[src/design/dimming_defs.vh]
// constants shared by the dimming angle and fault supervisor
`ifndef DIMMING_DEFS_VH
`define DIMMING_DEFS_VH

`define CLK_PERIOD_NS 10
`define OVP_QUAL_NS 20000
`define OVP_QUAL_CYC ((`OVP_QUAL_NS + `CLK_PERIOD_NS - 1) / `CLK_PERIOD_NS)
`define TF_BLANK_NS 300000
`define TF_BLANK_CYC ((`TF_BLANK_NS + `CLK_PERIOD_NS - 1) / `CLK_PERIOD_NS)
`define ZCD_TIMEOUT_NS 40000
`define ZCD_TIMEOUT_CYC (`ZCD_TIMEOUT_NS / `CLK_PERIOD_NS)

`define SHORT_TRIP_COUNT 3'd4
`define ANGLE_LOCK_CYCLES 6'd32
`define IIR_SHIFT 2

// codes are 8 bit, full scale = peak current limit
`define MIN_PEAK_CODE 8'h59
`define TF_START_CODE 8'h80
`define TF_TENTH_CODE 8'h40
`define REF_TENTH_Q8 10'h01a
`define TF_SLOPE_Q4 10'h03a
`define REF_STOP_Q8 10'h00d

// synchronised input bit positions
`define IN_DIM 0
`define IN_VALLEY 1
`define IN_TON_END 2
`define IN_PEAK 3
`define IN_SHORT 4
`define IN_ZCD 5
`define IN_OVP_HI 6
`define IN_OVP_RST 7
`define IN_DIV_MISS 8
`define IN_VCC_ON 9
`define IN_VCC_RST 10
`define IN_COUNT 11

`endif

[src/design/angle_divider.v]
// sequential fractional divider: quotient = 256 * num / den for num < den, 8'hff when num == den
`include "dimming_defs.vh"
module angle_divider (
  // clock and reset
  input wire ref_clk,
  input wire rst_n,
  // request
  input wire start,
  input wire [20:0] num,
  input wire [20:0] den,
  // answer
  output reg done_q,
  output reg [7:0] quot_q
);
  reg [21:0] rem_q;
  reg [20:0] den_q;
  reg [3:0] step_q;
  reg busy_q;
  wire [21:0] rem_sh = {rem_q[20:0], 1'b0};
  wire take = rem_sh >= {1'b0, den_q};

  always @(posedge ref_clk or negedge rst_n) begin
    if (!rst_n) begin
      rem_q <= 22'h000000;
      den_q <= 21'h000000;
      step_q <= 4'h0;
      busy_q <= 1'b0;
      done_q <= 1'b0;
      quot_q <= 8'h00;
    end else begin
      done_q <= 1'b0;
      if (start) begin
        rem_q <= {1'b0, num};
        den_q <= den;
        step_q <= 4'h0;
        busy_q <= 1'b1;
      end else if (busy_q) begin
        rem_q <= take ? (rem_sh - {1'b0, den_q}) : rem_sh;
        quot_q <= {quot_q[6:0], take};
        step_q <= step_q + 4'h1;
        if (step_q == 4'h7) begin
          busy_q <= 1'b0;
          done_q <= 1'b1;
        end
      end
    end
  end
endmodule // angle_divider

[src/design/angle_filter.v]
// iir smoothing of the angle with a hold of several mains cycles
`include "dimming_defs.vh"
module angle_filter (
  // clock and reset
  input wire ref_clk,
  input wire rst_n,
  // new raw angle and mains cycle tick
  input wire sample,
  input wire [7:0] raw,
  input wire mains_tick,
  // held angle
  output reg [7:0] held_q
);
  reg [9:0] acc_q;
  reg [5:0] lock_q;
  wire [9:0] raw_x = {raw, 2'b00};
  wire [9:0] acc_d = acc_q + (raw_x >> `IIR_SHIFT) - (acc_q >> `IIR_SHIFT);

  always @(posedge ref_clk or negedge rst_n) begin
    if (!rst_n) begin
      acc_q <= 10'h000;
      lock_q <= 6'h00;
      held_q <= 8'h00;
    end else begin
      if (sample)
        acc_q <= acc_d;
      if (mains_tick) begin
        if (lock_q >= `ANGLE_LOCK_CYCLES - 6'd1) begin
          lock_q <= 6'h00;
          held_q <= acc_q[9:2];
        end else begin
          lock_q <= lock_q + 6'h01;
        end
      end
    end
  end
endmodule // angle_filter

[src/design/dimming_angle_and_fault_control.v]
// dimmer angle measurement, reference shaping and fault supervision
`include "dimming_defs.vh"
module dimming_angle_and_fault_control #(
  parameter TF_BLANK_CYCLES = `TF_BLANK_CYC,
  parameter ZCD_TIMEOUT_CYCLES = `ZCD_TIMEOUT_CYC
) (
  // clock and reset
  input wire ref_clk,
  input wire rst_n,
  // comparator inputs from the analog front end, asynchronous
  input wire conduction_sense_input,
  input wire mains_valley_input,
  input wire on_time_end,
  input wire peak_trip,
  input wire winding_short_trip,
  input wire zero_crossing_event,
  input wire ovp_above_off,
  input wire ovp_below_on,
  input wire divider_missing,
  input wire supply_on,
  input wire supply_reset,
  // thermal a/d code, same clock
  input wire [7:0] thermal_sense_input,
  // power switch
  output reg gate_drive_q,
  // set-points and angle
  output reg [7:0] conduction_angle_q,
  output reg [7:0] reference_code_q,
  output reg [7:0] peak_setpoint_q,
  // fault status
  output reg ovp_fault_q,
  output reg short_latch_q,
  output reg divider_latch_q,
  output reg thermal_stop_q,
  output reg stopped_q
);
  // switching cycle states, one-hot
  localparam ST_IDLE = 3'b001;
  localparam ST_ON = 3'b010;
  localparam ST_OFF = 3'b100;


  // floor applied to the peak set-point
  function [7:0] max8;
    input [7:0] a;
    input [7:0] b;
    max8 = (a > b) ? a : b;
  endfunction

  // q8 scaling, saturates so a factor above one cannot wrap
  function [7:0] scale8;
    input [7:0] code;
    input [9:0] q8;
    reg [17:0] p;
    begin
      p = code * q8;
      scale8 = (p[17:8] > 10'h0ff) ? 8'hff : p[15:8];
    end
  endfunction

  // three stage synchroniser, value taken when stages two and three agree
  reg [`IN_COUNT-1:0] s1_q;
  reg [`IN_COUNT-1:0] s2_q;
  reg [`IN_COUNT-1:0] s3_q;
  reg [`IN_COUNT-1:0] in_q;
  reg [`IN_COUNT-1:0] prev_q;
  wire [`IN_COUNT-1:0] raw_in = {supply_reset, supply_on, divider_missing, ovp_below_on,
    ovp_above_off, zero_crossing_event, winding_short_trip, peak_trip, on_time_end,
    mains_valley_input, conduction_sense_input};
  wire [`IN_COUNT-1:0] rise = in_q & ~prev_q;

  always @(posedge ref_clk or negedge rst_n) begin
    if (!rst_n) begin
      s1_q <= {`IN_COUNT{1'b0}};
      s2_q <= {`IN_COUNT{1'b0}};
      s3_q <= {`IN_COUNT{1'b0}};
      in_q <= {`IN_COUNT{1'b0}};
      prev_q <= {`IN_COUNT{1'b0}};
    end else begin
      s1_q <= raw_in;
      s2_q <= s1_q;
      s3_q <= s2_q;
      in_q <= (s2_q & s3_q) | (~(s2_q ^ s3_q) & s2_q) | ((s2_q ^ s3_q) & in_q);
      prev_q <= in_q;
    end
  end


  // conduction level and half period boundary
  wire dim_flag = in_q[`IN_DIM];
  wire half_tick = rise[`IN_VALLEY];

  // conduction and period counters, two halves summed each half period
  reg [19:0] half_on_q;
  reg [19:0] half_all_q;
  reg [19:0] last_on_q;
  reg [19:0] last_all_q;
  reg [20:0] smp_on_q;
  reg [20:0] smp_all_q;
  reg div_go_q;
  reg half_par_q;

  always @(posedge ref_clk or negedge rst_n) begin
    if (!rst_n) begin
      half_on_q <= 20'h00000;
      half_all_q <= 20'h00000;
      last_on_q <= 20'h00000;
      last_all_q <= 20'h00000;
      smp_on_q <= 21'h000000;
      smp_all_q <= 21'h000000;
      div_go_q <= 1'b0;
      half_par_q <= 1'b0;
    end else begin
      div_go_q <= 1'b0;
      if (half_tick) begin
        smp_on_q <= {1'b0, half_on_q} + {1'b0, last_on_q};
        smp_all_q <= {1'b0, half_all_q} + {1'b0, last_all_q};
        last_on_q <= half_on_q;
        last_all_q <= half_all_q;
        half_on_q <= {19'h00000, dim_flag};
        half_all_q <= 20'h00001;
        div_go_q <= (half_all_q != 20'h00000);
        half_par_q <= ~half_par_q;
      end else begin
        if (dim_flag && half_on_q != 20'hfffff)
          half_on_q <= half_on_q + 20'h00001;
        if (half_all_q != 20'hfffff)
          half_all_q <= half_all_q + 20'h00001;
      end
    end
  end

  wire div_done;
  wire [7:0] div_quot;
  wire [7:0] angle_held;

  // divider runs once per half period, well inside the next one
  angle_divider u_div (
    .ref_clk(ref_clk),
    .rst_n(rst_n),
    .start(div_go_q),
    .num(smp_on_q),
    .den(smp_all_q),
    .done_q(div_done),
    .quot_q(div_quot)
  );

  // full rectified-mains cycles are counted on every valley edge
  angle_filter u_filt (
    .ref_clk(ref_clk),
    .rst_n(rst_n),
    .sample(div_done),
    .raw(div_quot),
    .mains_tick(half_tick),
    .held_q(angle_held)
  );

  // thermal blanking after supply reaches turn-on
  reg [14:0] blank_q;
  reg blanked_q;
  always @(posedge ref_clk or negedge rst_n) begin
    if (!rst_n) begin
      blank_q <= 15'h0000;
      blanked_q <= 1'b1;
    end else if (!in_q[`IN_VCC_ON]) begin
      blank_q <= 15'h0000;
      blanked_q <= 1'b1;
    end else if (blanked_q) begin
      if (blank_q >= TF_BLANK_CYCLES[14:0] - 15'h0001)
        blanked_q <= 1'b0;
      else
        blank_q <= blank_q + 15'h0001;
    end
  end

  // linear fold-back through start (100 %) and tenth (10 %) points
  reg [9:0] tf_scale;
  reg [17:0] tf_prod;
  always @* begin
    tf_prod = 18'h00000;
    tf_scale = 10'h100;
    if (!blanked_q && thermal_sense_input < `TF_START_CODE) begin
      if (thermal_sense_input >= `TF_TENTH_CODE) begin
        tf_prod = (thermal_sense_input - `TF_TENTH_CODE) * `TF_SLOPE_Q4;
        tf_scale = `REF_TENTH_Q8 + tf_prod[13:4];
      end else begin
        tf_prod = thermal_sense_input * `REF_TENTH_Q8;
        tf_scale = {4'h0, tf_prod[11:6]};
      end
    end
  end

  // fold-back acts without delay; only blanking holds it back
  wire [7:0] ref_d = scale8(angle_held, tf_scale);
  wire tf_stop = !blanked_q && (tf_scale < `REF_STOP_Q8);

  // fault supervision
  reg [10:0] ovp_cnt_q;
  reg [2:0] short_cnt_q;
  reg short_seen_q;
  reg [2:0] state_q;
  reg [15:0] zcd_cnt_q;
  // a sagging supply counts as a stop so no cycle starts on a weak rail
  wire any_stop = ovp_fault_q | short_latch_q | divider_latch_q | thermal_stop_q |
    !in_q[`IN_VCC_ON];

  always @(posedge ref_clk or negedge rst_n) begin
    if (!rst_n) begin
      ovp_cnt_q <= 11'h000;
      ovp_fault_q <= 1'b0;
      divider_latch_q <= 1'b0;
      short_latch_q <= 1'b0;
      thermal_stop_q <= 1'b0;
      conduction_angle_q <= 8'h00;
      reference_code_q <= 8'h00;
      peak_setpoint_q <= `MIN_PEAK_CODE;
    end else begin
      conduction_angle_q <= angle_held;
      reference_code_q <= ref_d;
      peak_setpoint_q <= max8(ref_d, `MIN_PEAK_CODE);
      thermal_stop_q <= tf_stop;
      if (in_q[`IN_OVP_HI] && !ovp_fault_q) begin
        if (ovp_cnt_q >= `OVP_QUAL_CYC - 1)
          ovp_fault_q <= 1'b1;
        else
          ovp_cnt_q <= ovp_cnt_q + 11'h001;
      end else begin
        ovp_cnt_q <= 11'h000;
        if (ovp_fault_q && in_q[`IN_OVP_RST] && in_q[`IN_VCC_ON])
          ovp_fault_q <= 1'b0;
      end
      if (in_q[`IN_DIV_MISS])
        divider_latch_q <= 1'b1;
      else if (in_q[`IN_VCC_RST])
        divider_latch_q <= 1'b0;
      if (short_cnt_q == `SHORT_TRIP_COUNT)
        short_latch_q <= 1'b1;
      else if (in_q[`IN_VCC_RST])
        short_latch_q <= 1'b0;
    end
  end

  // switching cycle: on until ramp end, peak or short trip, off until zero crossing or timeout
  always @(posedge ref_clk or negedge rst_n) begin
    if (!rst_n) begin
      state_q <= ST_IDLE;
      gate_drive_q <= 1'b0;
      zcd_cnt_q <= 16'h0000;
      short_cnt_q <= 3'h0;
      short_seen_q <= 1'b0;
      stopped_q <= 1'b1;
    end else begin
      stopped_q <= any_stop;
      if (in_q[`IN_VCC_RST])
        short_cnt_q <= 3'h0;
      case (state_q)
        ST_IDLE: begin
          gate_drive_q <= 1'b0;
          if (!any_stop) begin
            state_q <= ST_ON;
            gate_drive_q <= 1'b1;
            short_seen_q <= 1'b0;
          end
        end
        ST_ON: begin
          if (rise[`IN_SHORT])
            short_seen_q <= 1'b1;
          if (any_stop) begin
            state_q <= ST_IDLE;
            gate_drive_q <= 1'b0;
          end else if (in_q[`IN_TON_END] || in_q[`IN_PEAK] || rise[`IN_SHORT]) begin
            state_q <= ST_OFF;
            gate_drive_q <= 1'b0;
            zcd_cnt_q <= 16'h0000;
            // consecutive trips only; a clean cycle restarts the count
            if ((short_seen_q || rise[`IN_SHORT]) && short_cnt_q != `SHORT_TRIP_COUNT)
              short_cnt_q <= short_cnt_q + 3'h1;
            else if (!(short_seen_q || rise[`IN_SHORT]))
              short_cnt_q <= 3'h0;
          end
        end
        ST_OFF: begin
          gate_drive_q <= 1'b0;
          if (any_stop) begin
            state_q <= ST_IDLE;
          end else if (rise[`IN_ZCD] ||
                       zcd_cnt_q >= ZCD_TIMEOUT_CYCLES[15:0] - 16'h0001) begin
            // low sense current can hide the zero crossing; restart anyway
            state_q <= ST_ON;
            gate_drive_q <= 1'b1;
            short_seen_q <= 1'b0;
          end else begin
            zcd_cnt_q <= zcd_cnt_q + 16'h0001;
          end
        end
        default: begin
          state_q <= ST_IDLE;
          gate_drive_q <= 1'b0;
        end
      endcase
    end
  end
endmodule // dimming_angle_and_fault_control

[config.mk]
export PLATFORM = sky130hd
export DESIGN_NAME = dimming_angle_and_fault_control
export DESIGN_NICKNAME = d
export VERILOG_FILES = /design/src/design/angle_divider.v /design/src/design/angle_filter.v /design/src/design/dimming_angle_and_fault_control.v
export VERILOG_INCLUDE_DIRS = /design/src /design/src/design
export SDC_FILE = /design/constraint.sdc
export NUM_CORES = 1
export LEC_CHECK = 0
export BUFFER_PORTS_ARGS = -buffer_cell sky130_fd_sc_hd__buf_4
export CELL_PAD_IN_SITES_DETAIL_PLACEMENT = 0
export CELL_PAD_IN_SITES_GLOBAL_PLACEMENT = 1
export CORE_MARGIN = 10
export CORE_UTILIZATION = 45
export DETAILED_ROUTE_END_ITERATION = 8
export PLACE_DENSITY_LB_ADDON = 0.1
export RECOVER_POWER = 25
export REMOVE_ABC_BUFFERS = 1
export SYNTH_ARGS = -nofsm -noshare
export SYNTH_HDL_FRONTEND = slang
export SYNTH_SLANG_ARGS = --single-unit
[constraint.sdc]
create_clock -name ref_clk -period 7.57 [get_ports ref_clk]
set_clock_uncertainty 0.15 [all_clocks]
set_input_delay 0.757 -clock ref_clk [delete_from_list [all_inputs] [get_ports ref_clk]]
set_output_delay 0.757 -clock ref_clk [all_outputs]
set_load 0.02 [all_outputs]
# Word-level counts from Yosys, hierarchy flattened
# Cells that the tools add are included.
dict set report totals {
  reg_bits 333
  out_inout_bits 30
}
dict set report op_classes {
  addsub 15
  multipliers 3
  magnitude_cmp 10
  n_eq_ne 21
  n_mux 63
  bitwise_logic 14
  reduce_logical 30
}
# operator count
set op_table {}
lappend op_table {{$mux 20} 4}
lappend op_table {{$mux 16} 4}
lappend op_table {{$mux 21} 3}
lappend op_table {{$mux 15} 3}
lappend op_table {{$add 20x20->21} 2}
lappend op_table {{$add 20x1->20 const B} 2}
lappend op_table {{$ne 20x20->1 const B} 2}
lappend op_table {{$and 11x11->11} 3}
lappend op_table {{$mux 3} 11}
lappend op_table {{$pmux 16 s2} 1}
lappend op_table {{$mux 1} 25}
lappend op_table {{$ge 22x21->1} 1}
lappend op_table {{$mux 11} 2}
lappend op_table {{$or 11x11->11} 2}
lappend op_table {{$sub 21x21->21} 1}
lappend op_table {{$mux 10} 2}
lappend op_table {{$reduce_bool 20->1} 1}
lappend op_table {{$mul 18x5->13 const B} 1}
lappend op_table {{$mul 8x10->18} 1}
lappend op_table {{$ne 2x2->1 const B} 9}
lappend op_table {{$add 16x1->16 const B} 1}
lappend op_table {{$ge 16x12->1 const B} 1}
lappend op_table {{$mux 8} 2}
lappend op_table {{$add 15x1->15 const B} 1}
lappend op_table {{other kinds (41)} 71}

# Logic depth before layout (Yosys ltp)
dict set report depth {
  ltp_word 10
  depth_mapped 34
  depth_no_buf 33
}

# Modules after synthesis
# A second synthesis with hierarchy kept.
dict set report hier_totals {
  hier_cells 2225
  area_unflattened_um2 21074.0
}
# module instances cells_each area_per_inst_um2
set modules_own_cells {}
lappend modules_own_cells {dimming_angle_and_fault_control 1 1638 15850.2}
lappend modules_own_cells {angle_divider 1 408 3607.2}
lappend modules_own_cells {angle_filter 1 179 1616.6}

# Worst setup path before layout
# No wires, ideal clock.
dict set report synth_path {
  kind {input to register}
  start {in thermal_sense_input[1]}
  end {reg peak_setpoint_q[0]}
  setup_ps 81
  t_arrival_ps 8250
  t_required_ps 7339
  path_slack_ps -911
  stages 32
  path_buffers 1
  cell_sequence {inv_1 fa_1 inv_1 ha_1 fa_1 ha_1 a21o_1 a21oi_1 o21bai_1 a2111oi_0 nor3_1 xor2_1 nand3_1 xnor3_1 nor2_2 nand2_1 fa_1 inv_1 fa_1 fa_1 inv_1 fa_1 inv_1 ha_1 inv_1 o21bai_1 a311oi_1 o21ai_1 a211o_1 and2_1 buf_2 o211ai_1}
}
dict set report synth_between {
  elab_chain_len 10
  elab_cells_between_ends 14
  cone_classes {add/sub (2); mul (3); order compare (4); mux (4); reduce/logical (1)}
}
# element line_no
set synth_lines {}
lappend synth_lines {{start, declared} dimming_angle_and_fault_control.v:23} ;# input wire [7:0] thermal_sense_input,
lappend synth_lines {{$sub 8x7->9 (no source line)} -}
lappend synth_lines {{$mul 18x5->13 (no source line)} -}
lappend synth_lines {{$add 5x10->10 (no source line)} -}
lappend synth_lines {{$mux 10} dimming_angle_and_fault_control.v:183} ;# if (thermal_sense_input >= `TF_TENTH_CODE) begin
lappend synth_lines {{$mux 10 *} dimming_angle_and_fault_control.v:182} ;# if (!blanked_q && thermal_sense_input < `TF_START_CODE) begin
lappend synth_lines {{$mul 8x10->18 *} dimming_angle_and_fault_control.v:56} ;# p = code * q8;
lappend synth_lines {{$gt 10x8->1} dimming_angle_and_fault_control.v:57} ;# scale8 = (p[17:8] > 10'h0ff) ? 8'hff : p[15:8];
lappend synth_lines {{$mux 8 *} dimming_angle_and_fault_control.v:57}
lappend synth_lines {{$gt 8x7->1} dimming_angle_and_fault_control.v:47} ;# max8 = (a > b) ? a : b;
lappend synth_lines {{$mux 8 *} dimming_angle_and_fault_control.v:47}
lappend synth_lines {{end signal, assigned} dimming_angle_and_fault_control.v:216} ;# peak_setpoint_q <= `MIN_PEAK_CODE;
lappend synth_lines {{end signal, assigned} dimming_angle_and_fault_control.v:220} ;# peak_setpoint_q <= max8(ref_d, `MIN_PEAK_CODE);
lappend synth_lines {{end, declared} dimming_angle_and_fault_control.v:29} ;# output reg [7:0] peak_setpoint_q,
# Mark *: on every way between the ends. The rest lies on a longest branch, timed or not.
# A chain may end at the register's enable or synchronous reset.

# Worst setup path in the final report
dict set report layout_path {
  start {in thermal_sense_input[3]}
  end {reg peak_setpoint_q[3]}
}
# Same word-level chain as after synthesis.

==> results by group <==
Global routing
  – Initial antenna violation count: 0
  – Largest net degree at the start of global routing: 141
  – All-Layer GR Usage: 16.1%
  – First-pass GRT wire length: 77.5 mm
  – Total gr overflow: 0
  – Vias in the first global route: 16.1k

Place
  – RePlAce Congestion: 0.846
  – Hpwl dp: between 30 and 40 mm
  – Port Buf Inserts: 50
  – Placed cell areas: 22500 sq um

STA
  – RSZ-0062 raised after global routing: true
  – Final setup vio count: 8
  – Period utilization: 102%
  – Final worst path period need: 7720 ps
  – Slack of the critical path: -150 ps
  – Slew Viols, Final: 182
  – Final hold slack: approximately 190 ps
  – Final hold vios: 0
  – Fmax: 130 MHz
  – Slew HR: -133%
  – Slew @ Worst Pin: 3490 ps

Die
  – Initial Util: around 46%
  – DIE AREA: roughly 55000 sq um
  – # rows: 78
  – Die Y: 235 microns
  – IO Pins: 51
  – Core area: around 46000 sq um
  – Chip Width: 235 microns

Clocking
  – CTS Buf Count: 39
  – Clock tree buffer depth: 3
  – CTS tree: built
  – Worst-Skew Late Latency: approximately 550 ps
  – Htree depth: 2
  – Clock transition at path regs: 60 ps
  – Sink Count: 330
  – Root buffer cell: clkbuf_16

Setup path
  – R2R cell count: 20
  – Class of the most critical setup path: in2reg
  – Worst Setup Start Kind: primary input
  – Critical Path RT: 7890 ps
  – CP max stage delay: 550 ps
  – Delay-heaviest family, CP: adder cells
  – Critical Path Source: thermal_sense_input[3]
  – WP depth: 33
  – Reg-to-reg setup timing slack: ~1800 ps
  – CP bufs+invs: 9
  – Critical Path Fanout Max: 5
  – R2r startpoint: blanked_q
  – Crit-path slowest cell: fa_1
  – CP dominant cell by count: fa_1
  – CP arrival: 8040 ps
  – CP endpoint kind: flop

Route
  – DR WL/cell: about 15 microns
  – Total length of routed wires: around 44 mm
  – Vias: 15.5k
  – DRC Markers: 0
  – Antenna-violating nets left: 0
  – DRT Pass-1 Iters: 5
  – Vias/cell: 5.20
  – Initial DRC count: a little over 700

Synth
  – Ys async rst share: 100%
  – Yosys reg bits: 330
  – Sequential element share of the synthesized area: 39.7%
  – Instance count of the mapped netlist: ~2.2k
  – Netlist cell types: 83
  – YS warnings: 0
  – Ys flop type: dfrtp_1
  – Post-synth EDFFs: 0
  – Synth top area share: 38.9%
  – Area contributors post-synth: dfrtp_1 39%, ha_1 10%, fa_1 7.2%
  – Syn_area_per_cell: 9.39 sq um
  – Mapped cell area: 20800 sq um
  – Area leader, netlist: dfrtp_1

Pwr
  – Power density over the cells: 292 nW/um^2
  – Sequential Power Share: 31.4%
  – Switch share: between 30 and 40%
  – Pint: ~4.6 mW
  – Peak supply drop: about 0.22 mV
  – Clk pwr share: a little over a quarter
  – P_sw: 2.56 mW
  – P_leak: 12.0 nW
  – Logic pwr share: 42.0%

Min path
  – Hold path depth: 1
  – Min-delay worst type: in2reg
  – Worst Min Path Start: mains_valley_input

Final layout
  – N_diodes: 0
  – Area occupied by multi-input gates: roughly 12000 sq um
  – Area Growth Syn to Fin: 17.8%
  – Register area: 8270 sq um
  – Final net count: 2617
  – Final instance area: roughly 24000 sq um
  – Final Util: 53.7%
  – Layout cells sized above 1: 15.2%
  – Fill count: 4098

Run
  – Max_cap viols: 2

Run status
  – Failing checks: capacitance limit, slew limit, setup timing
  – Outcome: finished, violations left
through the flow:
stage	power (mW)	TNS [ps]	setup slack, ps	std cells
after floorplan	4.36	-12830	-879	2143
after global placement	5.07	-18100	-1190	2900
after detailed placement	5.14	-19530	-1270	2900
after CTS	7.20	-128	-41.0	2979
after global routing	7.75	-3990	-404	2984
final	7.16	-807	-150	2984
cell usage in the layout, fill, tap and decap left out, drive strengths merged, types with 6 or more instances in the layout:
cell type	netlist	layout
a211o	6	6
a211oi	19	19
a21boi	6	6
a21o	54	54
a21oi	88	88
a311oi	6	6
a31oi	22	22
and2	63	64
and3	26	26
buf	9	158
clkbuf	63	68
clkinv	0	8
dfrtp	323	323
dfstp	7	7
fa	75	75
ha	166	166
inv	205	207
mux2	9	9
mux2i	20	20
nand2	332	332
nand2b	12	12
nand3	52	52
nand4	20	20
nor2	164	164
nor2b	15	15
nor3	36	36
nor3b	9	9
nor4	10	10
o211ai	12	12
o21a	9	9
o21ai	121	121
o21bai	15	15
o31ai	15	15
or2	8	8
or3	16	16
xnor2	71	71
xor2	60	60
worst paths after layout:
| check | to |
|---|---|
| setup / recovery | peak_setpoint_q[3] |
| hold / removal | s1_q[1] |
| setup reg to reg | peak_setpoint_q[2] |
| hold reg to reg | s2_q[8] |
| max in group asynchronous | div_go_q |
| min in group asynchronous | s3_q[2] |
power groups by stage:
stage          Sequential (mW)  Combinational (mW)  Clock (mW)
6_report                  2.25                3.00        1.91
5_1_grt                   2.29                3.42        2.04
4_1_cts                   2.25                2.97        1.98
3_5_place_dp              2.28                2.86           0
3_3_place_gp              2.28                2.79           0
2_1_floorplan             2.27                2.09           0
cell type report:
class | count | share of cell area, %
clock buffer | 56 | 4.69
clock inverter | 14 | 0.633
inverter | 205 | 3.18
multi-input combinational | 1609 | 49.2
sequential | 330 | 33.8
tap | 600 | 3.07
timing repair buffer | 170 | 5.50
per-layer routing:
metal | wire, microns | vias up | track usage, %
met5 | 0 | - | 0
met4 | 1020 | 0 | 4.87
met3 | 1120 | 63 | 2.18
met2 | 21300 | 131 | 27.6
met1 | 20400 | 7533 | 20.7
li1 | - | 7785 | -
flip-flops by register name (all words and copies together), names as in the netlist, 10 cells and up:
signal / flops
s2_q: 11
half_on_q: 20
zcd_cnt_q: 16
smp_on_q: 21
u_div.den_q: 21
smp_all_q: 21
blank_q: 15
half_all_q: 20
ovp_cnt_q: 11
s3_q: 11
last_all_q: 20
last_on_q: 20
u_div.rem_q: 21
u_filt.acc_q: 10
s1_q: 11
in_q: 11
timing repair:
action / in CTS / in global routing
buffers inserted: 11 / 6
cloned: 0 / 1
pin swaps: 61 / 26
hold buffers: 0 / 0
setup endpoints to repair: 16 / 16
gates resized for setup: 80 / 41
synthesized netlist by cell type (all sizes together), types with 10 or more instances:
cell type,n
a211oi,19
a21o,54
a21oi,88
a31oi,22
and2,63
and3,26
clkbuf,63
dfrtp,323
fa,75
ha,166
inv,205
mux2i,20
nand2,332
nand2b,12
nand3,52
nand4,20
nor2,164
nor2b,15
nor3,36
nor4,10
o211ai,12
o21ai,121
o21bai,15
o31ai,15
or3,16
xnor2,71
xor2,60
kinds of logic after synthesis:
family                     count (synthesis)  share of synthesized area, %
adders and majority gates                241                          17.2
buffers and inverters                    277                          5.04
AOI/OAI and AO/OA                        423                          13.5
xor gates and xnor gates                 132                          5.62
and+or+nand+nor                          783                          17.4
muxes                                     29                          1.45
DFF                                      330                          39.7
(Power assumes the default switching activity.)
